File: src/hw/wamu_pkg.sv
// Package for the word arithmetic and multiply unit: operand forms,
// request and flag carriers, instruction lengths and clock counts.
// Assumes a single CPU clock domain.
package wamu_pkg;

  localparam int WORD_W = 16;
  localparam int BYTE_W = 8;
  localparam int SEG_W = 4;
  localparam int PADDR_W = SEG_W + WORD_W;
  localparam int CNT_W = 4;

  typedef enum logic [1:0] {
    op_word_add,
    op_word_subtract,
    op_word_compare,
    op_unsigned_multiply
  } wamu_op_t;

  // Memory forms sit at and above src_saddr
  typedef enum logic [3:0] {
    src_imm,
    src_acc,
    src_bc,
    src_de,
    src_hl,
    src_saddr,
    src_abs,
    src_hl_disp,
    src_es_abs,
    src_es_hl_disp
  } wamu_src_t;

  typedef struct packed {
    logic valid;
    wamu_op_t op;
    wamu_src_t src;
    logic [WORD_W-1:0] imm;
    logic [BYTE_W-1:0] disp;
    logic [WORD_W-1:0] addr;
    logic [SEG_W-1:0] seg;
    logic from_ram;
  } wamu_req_t;

  typedef struct packed {
    logic z;
    logic ac;
    logic cy;
  } wamu_flags_t;

  localparam logic [WORD_W-1:0] ACC_RST = 16'h0000;
  localparam wamu_flags_t FLAGS_RST = 3'h0;

  localparam logic [2:0] LEN_REG = 3'h1;
  localparam logic [2:0] LEN_SADDR = 3'h2;
  localparam logic [2:0] LEN_WORD = 3'h3;
  localparam logic [2:0] LEN_ES = 3'h4;

  localparam logic [CNT_W-1:0] CLK_BASE = 4'h1;
  localparam logic [CNT_W-1:0] CLK_PROG = 4'h4;
  localparam logic [CNT_W-1:0] CLK_ES = 4'h2;
  localparam logic [CNT_W-1:0] CLK_ES_PROG = 4'h5;
  localparam logic [CNT_W-1:0] CLK_RAM_ADD = 4'h3;

endpackage : wamu_pkg

File: src/hw/wamu_unit.sv
// Word add, subtract, compare and 8x8 unsigned multiply unit.
// Assumes the sequencer holds BC, DE, HL and X stable while a request is
// taken, and that memory answers combinationally while mem_rd is high.
`timescale 1ns/1ps
`default_nettype none

// Operation
// [RULE_01] Word add writes 16-bit sum to accumulator pair, carry out to carry flag.
// [RULE_02] Word add operand: immediate, accumulator pair, BC, DE or HL; register forms one byte.
// [RULE_03] Word subtract stores difference in accumulator pair, borrow in carry flag.
// [RULE_04] Subtract and compare never take the accumulator pair as operand.
// [RULE_05] Word compare only updates flags; accumulator pair stays unchanged.
// [RULE_06] Multiply A by X into accumulator pair; one byte, one clock, no flags.
// [RULE_07] Short direct operand uses one-byte offset, two bytes, one clock.
// [RULE_08] Indexed address is HL plus 8-bit displacement; three bytes, one clock.
// [RULE_09] Segment forms prefix the segment register; four bytes, two clocks or five.
// [RULE_10] Unsegmented absolute or indexed forms take four clocks in program memory.
// [RULE_11] Each instruction clock is one CPU clock period.
// [RULE_12] Fetching from internal RAM costs twice the count plus three clocks.
// [RULE_13] Word add accepts an absolute 16-bit address, three bytes long.
// [RULE_14] Zero flag on zero result; aux carry is carry or borrow from bit 3.
// [RULE_15] Segment value sits above the 16-bit address to form the physical address.
module wamu_unit
  import wamu_pkg::*;
#(
  parameter logic [WORD_W-1:0] SADDR_BASE = 16'hFE20,
  parameter logic [SEG_W-1:0] DEF_SEG = 4'hF,
  parameter logic [PADDR_W-1:0] PROG_END = 20'h0FFFF,
  parameter logic [WORD_W-1:0] MIRROR_END = 16'h8000
) (
  input wire logic clock,
  input wire logic resetn,
  input wire wamu_req_t req,
  input wire logic [WORD_W-1:0] pair_bc,
  input wire logic [WORD_W-1:0] pair_de,
  input wire logic [WORD_W-1:0] pair_hl,
  input wire logic [BYTE_W-1:0] reg_x,
  input wire logic acc_load,
  input wire logic [WORD_W-1:0] acc_load_value,
  input wire logic [WORD_W-1:0] mem_rdata,
  output logic req_ready,
  output logic req_refused,
  output logic mem_rd,
  output logic [PADDR_W-1:0] mem_addr,
  output logic done,
  output logic [2:0] instr_len,
  output logic [CNT_W-1:0] instr_clocks,
  output logic [WORD_W-1:0] accumulator_pair,
  output wamu_flags_t flags
);

  ////////////////////////////////////////////////////////////////////////
  // Functions

  // Returns {carry or borrow, nibble carry or borrow, result}
  function automatic logic [WORD_W+1:0] word_arith(input logic sub,
                                                   input logic [WORD_W-1:0] a,
                                                   input logic [WORD_W-1:0] b);
    logic [WORD_W:0] full;
    logic [4:0] nib;
    full = sub ? {1'b0, a} - {1'b0, b} : {1'b0, a} + {1'b0, b};
    nib = sub ? {1'b0, a[3:0]} - {1'b0, b[3:0]} : {1'b0, a[3:0]} + {1'b0, b[3:0]};
    return {full[WORD_W], nib[4], full[WORD_W-1:0]};
  endfunction : word_arith

  function automatic logic [2:0] len_of(input wamu_op_t op, input wamu_src_t src);
    logic [2:0] len;
    len = LEN_REG;
    if (op != op_unsigned_multiply) begin
      case (src)
        src_imm, src_abs, src_hl_disp: len = LEN_WORD;
        src_saddr: len = LEN_SADDR;
        src_es_abs, src_es_hl_disp: len = LEN_ES;
        default: len = LEN_REG;
      endcase
    end
    return len;
  endfunction : len_of

  ////////////////////////////////////////////////////////////////////////
  // Request decode

  typedef enum logic {st_idle, st_exec} wamu_state_t;

  wamu_state_t state;
  logic [CNT_W-1:0] count;
  wamu_op_t op_q;
  logic mem_q;
  logic [WORD_W-1:0] opnd_q;

  wire is_mul = req.op == op_unsigned_multiply;
  wire is_es = !is_mul && (req.src == src_es_abs || req.src == src_es_hl_disp);
  wire is_mem = !is_mul && req.src >= src_saddr;
  // Only the add form may fold the accumulator pair onto itself
  wire illegal = !is_mul && req.op != op_word_add && req.src == src_acc; // RULE_04
  wire [WORD_W-1:0] hl_sum = pair_hl + {8'h00, req.disp}; // RULE_08
  wire [WORD_W-1:0] saddr_sum = SADDR_BASE + {8'h00, req.disp}; // RULE_07
  wire use_hl = req.src == src_hl_disp || req.src == src_es_hl_disp;
  wire [WORD_W-1:0] addr16 = req.src == src_saddr ? saddr_sum :
                             use_hl ? hl_sum : req.addr; // RULE_13
  wire [PADDR_W-1:0] phys = {is_es ? req.seg : DEF_SEG, addr16}; // RULE_15
  // Short direct space never maps onto program memory
  wire prog_hit = is_es ? phys <= PROG_END :
                  (req.src == src_abs || req.src == src_hl_disp) && addr16 < MIRROR_END;
  wire [CNT_W-1:0] base_clk = is_es ? (prog_hit ? CLK_ES_PROG : CLK_ES) : // RULE_09
                              is_mem && prog_hit ? CLK_PROG : CLK_BASE; // RULE_10
  // Charge the worst case for RAM fetch so the count is deterministic
  wire [CNT_W-1:0] total_clk = req.from_ram ? CNT_W'(base_clk * 2) + CLK_RAM_ADD : base_clk; // RULE_12
  wire [WORD_W-1:0] reg_opnd = is_mul ? {8'h00, reg_x} :
                               req.src == src_acc ? accumulator_pair :
                               req.src == src_bc ? pair_bc :
                               req.src == src_de ? pair_de :
                               req.src == src_hl ? pair_hl : req.imm; // RULE_02

  assign req_ready = state == st_idle;
  assign req_refused = req.valid && req_ready && illegal; // RULE_04
  wire accept = req.valid && req_ready && !illegal;

  ////////////////////////////////////////////////////////////////////////
  // Execution

  wire finish = state == st_exec && count == CLK_BASE; // RULE_11
  wire [WORD_W-1:0] operand = mem_q ? mem_rdata : opnd_q;
  wire [WORD_W+1:0] arith = word_arith(op_q != op_word_add, accumulator_pair, operand);
  wire [WORD_W-1:0] product = {8'h00, accumulator_pair[15:8]} * {8'h00, opnd_q[7:0]}; // RULE_06
  wire acc_write = finish && op_q != op_word_compare; // RULE_05
  wire flag_write = finish && op_q != op_unsigned_multiply; // RULE_06

  always_ff @(posedge clock) begin
    if (!resetn) begin
      state <= st_idle;
      count <= '0;
    end else if (accept) begin
      state <= st_exec;
      count <= total_clk;
    end else if (finish) begin
      state <= st_idle;
    end else if (state == st_exec) begin
      count <= count - CLK_BASE;
    end
  end

  always_ff @(posedge clock) begin
    if (!resetn) begin
      op_q <= op_word_add;
      mem_q <= 1'b0;
      opnd_q <= '0;
      instr_len <= '0;
      instr_clocks <= '0;
      mem_addr <= '0;
    end else if (accept) begin
      op_q <= req.op;
      mem_q <= is_mem;
      opnd_q <= reg_opnd;
      instr_len <= len_of(req.op, req.src);
      instr_clocks <= total_clk;
      mem_addr <= phys; // RULE_08 RULE_15
    end
  end

  always_ff @(posedge clock) begin
    if (!resetn) begin
      mem_rd <= 1'b0;
      done <= 1'b0;
    end else begin
      mem_rd <= accept ? is_mem : mem_rd && !finish;
      done <= finish;
    end
  end

  always_ff @(posedge clock) begin
    if (!resetn) begin
      accumulator_pair <= ACC_RST;
    end else if (acc_write) begin
      accumulator_pair <= op_q == op_unsigned_multiply ? product : arith[WORD_W-1:0]; // RULE_01 RULE_03
    end else if (acc_load && req_ready) begin
      accumulator_pair <= acc_load_value;
    end
  end

  always_ff @(posedge clock) begin
    if (!resetn) begin
      flags <= FLAGS_RST;
    end else if (flag_write) begin
      flags.z <= arith[WORD_W-1:0] == 16'h0000; // RULE_14
      flags.ac <= arith[WORD_W]; // RULE_14
      flags.cy <= arith[WORD_W+1]; // RULE_01 RULE_03
    end
  end

  ////////////////////////////////////////////////////////////////////////
  // Assertions

  add_sum_carry_a: assert property (@(posedge clock) disable iff (!resetn) // RULE_01
    finish && op_q == op_word_add |=>
      {flags.cy, accumulator_pair} == $past({1'b0, accumulator_pair} + {1'b0, operand}))
    else $error("word add sum or carry wrong");

  sub_diff_borrow_a: assert property (@(posedge clock) disable iff (!resetn) // RULE_03
    finish && op_q == op_word_subtract |=>
      {flags.cy, accumulator_pair} == $past({1'b0, accumulator_pair} - {1'b0, operand}))
    else $error("word subtract difference or borrow wrong");

  acc_form_refused_a: assert property (@(posedge clock) disable iff (!resetn) // RULE_04
    req.valid && req_ready && req.src == src_acc &&
    (req.op == op_word_subtract || req.op == op_word_compare) |-> req_refused ##1 req_ready)
    else $error("accumulator operand not refused");

  cmp_keeps_acc_a: assert property (@(posedge clock) disable iff (!resetn) // RULE_05
    finish && op_q == op_word_compare |=> $stable(accumulator_pair))
    else $error("compare altered accumulator pair");

  mul_one_clock_a: assert property (@(posedge clock) disable iff (!resetn) // RULE_06
    accept && is_mul && !req.from_ram |-> ##2 done &&
      accumulator_pair == {8'h00, $past(accumulator_pair[15:8])} * {8'h00, $past(reg_x, 2)} &&
      $stable(flags))
    else $error("multiply result or timing wrong");

  saddr_timing_a: assert property (@(posedge clock) disable iff (!resetn) // RULE_07 RULE_11
    accept && !is_mul && req.src == src_saddr && !req.from_ram |=>
      !done && instr_len == LEN_SADDR ##1 done)
    else $error("short direct form timing or length wrong");

  hl_index_addr_a: assert property (@(posedge clock) disable iff (!resetn) // RULE_08
    accept && !is_mul && req.src == src_hl_disp |=>
      mem_rd && mem_addr[15:0] == $past(pair_hl + {8'h00, req.disp}))
    else $error("indexed address wrong");

  seg_prefix_a: assert property (@(posedge clock) disable iff (!resetn) // RULE_09 RULE_15
    accept && is_es |=> mem_addr[19:16] == $past(req.seg) && instr_len == LEN_ES)
    else $error("segment prefix or length wrong");

  prog_four_a: assert property (@(posedge clock) disable iff (!resetn) // RULE_10
    accept && !is_es && is_mem && prog_hit && !req.from_ram |-> ##4 !done ##1 done)
    else $error("program memory form not four clocks");

  ram_fetch_a: assert property (@(posedge clock) disable iff (!resetn) // RULE_12
    accept && is_es && !prog_hit && req.from_ram |-> ##7 !done ##1 done)
    else $error("RAM fetch clock count wrong");

  word_len_a: assert property (@(posedge clock) disable iff (!resetn) // RULE_02 RULE_13
    accept && !is_mul && (req.src == src_bc || req.src == src_abs) |=>
      instr_len == ($past(req.src) == src_bc ? LEN_REG : LEN_WORD))
    else $error("instruction length wrong");

  zero_aux_a: assert property (@(posedge clock) disable iff (!resetn) // RULE_14
    flag_write |=> flags.z == ($past(arith[WORD_W-1:0]) == 16'h0000) &&
      flags.ac == ($past(operand[3:0]) > ($past(op_q) == op_word_add ?
      4'hF - $past(accumulator_pair[3:0]) : $past(accumulator_pair[3:0]))))
    else $error("zero or aux carry flag wrong");

  refused_no_latch_a: assert property (@(posedge clock) disable iff (!resetn) // RULE_04
    req_refused |=> req_ready && !done && !mem_rd)
    else $error("refused request started execution");

  busy_not_ready_a: assert property (@(posedge clock) disable iff (!resetn) // RULE_11
    accept |=> !req_ready)
    else $error("ready while executing");

  ready_at_done_a: assert property (@(posedge clock) disable iff (!resetn) // RULE_11
    done |-> req_ready ##1 !done)
    else $error("done not a single cycle with ready");

  finish_done_a: assert property (@(posedge clock) disable iff (!resetn) // RULE_10
    finish |=> done && !mem_rd)
    else $error("read strobe not dropped at done");

  read_hold_a: assert property (@(posedge clock) disable iff (!resetn) // RULE_08
    mem_rd && !finish |=> mem_rd && $stable(mem_addr))
    else $error("operand read not held");

  flags_hold_a: assert property (@(posedge clock) disable iff (!resetn) // RULE_06
    !flag_write |=> $stable(flags))
    else $error("flags changed without an update");

  acc_hold_a: assert property (@(posedge clock) disable iff (!resetn) // RULE_05
    !acc_write && !(acc_load && req_ready) |=> $stable(accumulator_pair))
    else $error("accumulator pair changed without a write");

  cmp_borrow_a: assert property (@(posedge clock) disable iff (!resetn) // RULE_05
    finish && op_q == op_word_compare |=> flags.cy == $past(accumulator_pair < operand))
    else $error("compare borrow wrong");

  abs_one_clock_a: assert property (@(posedge clock) disable iff (!resetn) // RULE_13
    accept && !is_mul && req.src == src_abs && !prog_hit && !req.from_ram |=> !done ##1 done)
    else $error("absolute form outside program memory not one clock");

  es_prog_five_a: assert property (@(posedge clock) disable iff (!resetn) // RULE_09
    accept && is_es && prog_hit && !req.from_ram |-> ##5 !done ##1 done)
    else $error("segment form in program memory not five clocks");

  add_seen_c: cover property (@(posedge clock) disable iff (!resetn)
    accept && req.op == op_word_add && req.src == src_imm);
  es_prog_c: cover property (@(posedge clock) disable iff (!resetn)
    accept && is_es && prog_hit);
  refused_c: cover property (@(posedge clock) disable iff (!resetn) req_refused);
  mul_seen_c: cover property (@(posedge clock) disable iff (!resetn) accept && is_mul);
  ram_fetch_c: cover property (@(posedge clock) disable iff (!resetn)
    accept && is_mem && req.from_ram);

endmodule : wamu_unit

`default_nettype wire

File: config.mk
export PLATFORM = sky130hd
export DESIGN_NAME = wamu_unit
export DESIGN_NICKNAME = d
export VERILOG_FILES = /design/src/hw/wamu_pkg.sv /design/src/hw/wamu_unit.sv
export SDC_FILE = /design/constraint.sdc
export NUM_CORES = 1
export LEC_CHECK = 0
export ABC_AREA = 1
export BUFFER_PORTS_ARGS = -buffer_cell sky130_fd_sc_hd__clkbuf_2
export CORE_MARGIN = 4
export CORE_UTILIZATION = 45
export CTS_CLUSTER_SIZE = 14
export DETAILED_ROUTE_END_ITERATION = 16
export HOLD_SLACK_MARGIN = 0.12
export PLACE_DENSITY = 0.71
export SLEW_MARGIN = 10
export SYNTH_ARGS = -nofsm -noshare
export SYNTH_HDL_FRONTEND = slang
export SYNTH_SLANG_ARGS = --single-unit
File: constraint.sdc
create_clock -name clock -period 12.05 [get_ports clock]
set_input_delay 2.41 -clock clock [delete_from_list [all_inputs] [get_ports clock]]
set_output_delay 2.41 -clock clock [all_outputs]
set_load 0.01 [all_outputs]
==> impl_table.tex <==
\begin{tabular}{lr}
\hline
Metric & Value \\
\hline
\multicolumn{2}{l}{\textbf{Worst setup path}} \\
\quad CP Data Arrival Time & 3.49 ns \\
\quad Cell-by-cell trace of the critical path & clkbuf\_2 > inv\_2 > nor2\_1 > inv\_2 > nor2\_4 > nand2\_1 > nor3\_1 > clkbuf\_2 \\
\quad Critical Path End Type & output pin \\
\quad Largest stage delay, worst path & around 0.22 ns \\
\quad Required time worst endpoint & just under 10 ns \\
\quad Crit Path Max Fanout & 10 \\
\quad Kind of launch point of the worst setup path & input pin \\
\quad Crit-path slowest cell & sky130\_fd\_sc\_hd\_\_nor2\_4 \\
\quad Class of the most critical setup path & input pin to output pin \\
\multicolumn{2}{l}{\textbf{Drt}} \\
\quad Total iterations of the first detailed-routing run & 5 \\
\quad DRC marker count from the first detailed-route iteration & 632 \\
\quad Final ANT Viol Nets & 0 \\
\quad Detailed-route DRC error count & 0 \\
\quad Routed Wire Length & 28,800 um \\
\quad Wirelength per Cell & between 15 and 20 um \\
\quad Via total after detailed routing & 8,850 \\
\quad Via density per instance & about 5.4 \\
\multicolumn{2}{l}{\textbf{Floorplanning}} \\
\quad Die footprint & between 20,000 and 25,000 um2 \\
\quad I/O pin count & between 150 and 200 \\
\quad Core Footprint & between 15,000 and 20,000 um2 \\
\quad Placement row count & 49 \\
\quad Die outline height & about 140 um \\
\quad Die width & $\sim$140 um \\
\quad Initial standard-cell utilization of the core & 0.457 \\
\multicolumn{2}{l}{\textbf{Place}} \\
\quad \# port buffers & about 190 \\
\quad Placement Setup Slack & roughly 6.2 ns \\
\quad Sum of net half-perimeters after detailed placement & around 23,000 um \\
\quad Weighted congestion reported at the end of routability-driven placement & roughly 0.96 \\
\quad Cell area after placement & around 9200 um2 \\
\multicolumn{2}{l}{\textbf{Timing}} \\
\quad Final setup skew & 0.00887 ns \\
\quad Final hold slack & 0.467 ns \\
\quad Number of setup violations in the final report & 0 \\
\quad Tightest slew margin relative to the limit & 0.401 \\
\quad Final clock period utilization by the worst path & 0.490 \\
\quad Minimum period implied by the final worst setup slack & approximately 6 ns \\
\quad TNS Setup & 0 ns \\
\quad Final number of max-transition violations & 0 \\
\quad Smallest setup slack after layout & just over 6 ns \\
\quad Count of endpoints failing hold in the final timing report & 0 \\
\quad Slew @ Worst Pin & between 0.8 and 0.9 ns \\
\quad RSZ-0062 raised after global routing & false \\
\quad Achievable frequency & about 170 MHz \\
\multicolumn{2}{l}{\textbf{GRT}} \\
\quad First-pass GRT wire length & 44,100 um \\
\quad Aggregate global-route resource usage & 0.276 \\
\quad Overflow after GRT & 0 \\
\quad Largest net degree at the start of global routing & 51 \\
\quad Vias in the first global route & approximately 8,300 \\
\quad Antenna violations before repair & 0 \\
\multicolumn{2}{l}{\textbf{Layout}} \\
\quad Non-Filler Cell Area, Final & roughly 9600 um2 \\
\quad Footprint of the flip-flops and latches & approximately 1400 um2 \\
\quad Number of antenna repair diodes & 0 \\
\quad Total Nets Final & between 1,500 and 2,000 \\
\quad Area added between synthesis and finish & 16.6\% \\
\quad Filler cell count & 1,795 \\
\quad Layout cells sized above 1 & 0.198 \\
\quad Multi-input logic area & about 5700 um2 \\
\multicolumn{2}{l}{\textbf{Synth}} \\
\quad Synth Net Count & around 1,500 \\
\quad Netlist cell types & 55 \\
\quad Synthesized instance count & $\sim$1,200 \\
\quad Combined area of all synthesized cells & 8220 um2 \\
\quad Prevailing post-synth register cell & sky130\_fd\_sc\_hd\_\_dfxtp\_1 \\
\quad Register area share after synthesis & 0.175 \\
\quad Post-synthesis average cell area & 6.64 um2 \\
\quad Number of synthesized flops with an enable pin & 0 \\
\quad Async S/R FF share, synth & 0 \\
\quad Warnings from Yosys & 0 \\
\quad Flip-flop and latch count after synthesis & 72 \\
\multicolumn{2}{l}{\textbf{Clocking}} \\
\quad Num CTS Buffers & 9 \\
\quad Cts hold-fix bufs & 0 \\
\quad CTS H-Tree Depth & 3 \\
\quad Later-pin clock latency in the skew report & 0.35 ns \\
\quad Post-CTS setup buffer count & 0 \\
\quad Clock tree root driver cell & sky130\_fd\_sc\_hd\_\_clkbuf\_16 \\
\quad CTS sink count & 72 \\
\quad Clock-pin slew of the registers on the worst-case setup and hold paths & about 0.060 ns \\
\quad Number of gates given a new drive strength after cts & 0 \\
\quad Clock tree from TritonCTS & yes \\
\quad Maximum root-to-sink buffer count & 2 \\
\multicolumn{2}{l}{\textbf{Pwr}} \\
\quad Total power density per cell area & roughly 120 nW/um2 \\
\quad Worst VDD drop & 0.0000724 V \\
\quad Static Leakage & 5.25 nW \\
\multicolumn{2}{l}{\textbf{Job}} \\
\quad Max Cap Violations & 0 \\
\multicolumn{2}{l}{\textbf{Worst hold path}} \\
\quad Hold Path Class & flop to flop \\
\multicolumn{2}{l}{\textbf{Status}} \\
\quad Status & complete, no violations \\
\hline
\end{tabular}
power by group:
group | internal [mW] | switching [mW] | total (mW)
logic | 0.183 | 0.302 | 0.486
clock network | 0.187 | 0.130 | 0.317
registers | 0.260 | 0.0427 | 0.302
critical path, delay by kind of cell:
family | cells | cell delay, ns
simple gates | 4 | 0.60
buf+inv | 4 | 0.47
area by class of cell:
type / count / area share
multi-input combinational: 906 / 0.600
sequential: 72 / 0.150
timing repair buffer: 196 / 0.103
inverter: 206 / 0.0810
tap: 229 / 0.0299
clock buffer: 9 / 0.0235
clock inverter: 7 / 0.0115
placed cells by master (no fill, tap or decap), types with 3 or more instances in the layout:
cell type | Yosys | final
sky130_fd_sc_hd__or2_2 | 18 | 18
sky130_fd_sc_hd__nand2_2 | 3 | 3
sky130_fd_sc_hd__fa_1 | 38 | 38
sky130_fd_sc_hd__ha_1 | 65 | 65
sky130_fd_sc_hd__a21o_1 | 3 | 3
sky130_fd_sc_hd__mux2i_1 | 9 | 9
sky130_fd_sc_hd__nor2_1 | 69 | 69
sky130_fd_sc_hd__a31oi_1 | 15 | 15
sky130_fd_sc_hd__o311ai_1 | 7 | 7
sky130_fd_sc_hd__nand3_1 | 57 | 57
sky130_fd_sc_hd__clkbuf_2 | 0 | 192
sky130_fd_sc_hd__o21ai_0 | 67 | 67
sky130_fd_sc_hd__a21oi_1 | 105 | 105
sky130_fd_sc_hd__o221ai_1 | 8 | 8
sky130_fd_sc_hd__buf_4 | 4 | 4
sky130_fd_sc_hd__nand3b_1 | 4 | 4
sky130_fd_sc_hd__nor3_2 | 3 | 3
sky130_fd_sc_hd__inv_1 | 189 | 189
sky130_fd_sc_hd__nor4_1 | 9 | 9
sky130_fd_sc_hd__or2_1 | 6 | 6
sky130_fd_sc_hd__o21ai_2 | 3 | 3
sky130_fd_sc_hd__xor2_1 | 24 | 24
sky130_fd_sc_hd__inv_2 | 16 | 16
sky130_fd_sc_hd__a21oi_2 | 3 | 3
sky130_fd_sc_hd__nor2_2 | 6 | 6
sky130_fd_sc_hd__xnor2_1 | 11 | 11
sky130_fd_sc_hd__nand4_1 | 12 | 12
sky130_fd_sc_hd__o211ai_1 | 33 | 33
sky130_fd_sc_hd__nor3_1 | 9 | 9
sky130_fd_sc_hd__nand2_1 | 274 | 274
sky130_fd_sc_hd__dfxtp_1 | 72 | 72
sky130_fd_sc_hd__o21a_1 | 3 | 3
sky130_fd_sc_hd__a211oi_1 | 4 | 4
sky130_fd_sc_hd__inv_8 | 0 | 3
sky130_fd_sc_hd__o21ai_1 | 15 | 15
sky130_fd_sc_hd__clkbuf_16 | 0 | 9
sky130_fd_sc_hd__o221a_2 | 4 | 4
synthesized netlist by cell type, drive strengths merged, types with 34 or more instances:
cell / n / area (um2)
a21oi: 108 / 552
clkbuf: 34 / 128
dfxtp: 72 / 1440
fa: 38 / 761
ha: 65 / 813
inv: 206 / 776
nand2: 277 / 1050
nand3: 58 / 295
nor2: 77 / 319
o211ai: 35 / 273
o21ai: 85 / 437
state kept, by name (all words and copies together) (netlist names), 2 cells and up:
register          flops
instr_len             3
flags                 3
op_q                  2
opnd_q               16
accumulator_pair     16
instr_clocks          4
count                 4
mem_addr             20
metal layers:
metal	up-vias	global-route usage	part of all wire
met3	46	0.0509	0.084
met1	4055	0.359	0.43
met5	-	0	0
li1	4371	-	-
met4	0	0.0900	0.023
met2	378	0.464	0.47
kinds of logic after synthesis:
kind of cell	Yosys count	synth area share
AOI/OAI and AO/OA	282	0.205
buffers and inverters	259	0.125
xor gates and xnor gates	36	0.0393
muxes	9	0.0110
adders and majority gates	103	0.192
and+or+nand+nor	476	0.253
DFF	72	0.175
per-stage QoR:
step,cells,total power [mW],util
CTS,1625,1.10,0.533
global route,1625,1.18,0.533
finish,1625,1.10,0.533
global placement,1609,0.781,0.515
detailed placement,1609,0.784,0.515
floorplan,1237,0.636,-
worst paths after layout:
kind / startpoint / endpoint / slack (ns) / depth (start not counted)
max reg2reg: accumulator_pair[9] / accumulator_pair[10] / 7.08 / 14
min reg2reg: opnd_q[9] / opnd_q[9] / 0.47 / 2
max: req[45] / req_refused / 6.15 / 8
min: opnd_q[9] / opnd_q[9] / 0.47 / 2
No activity file was read; power rests on OpenSTA's default activity.
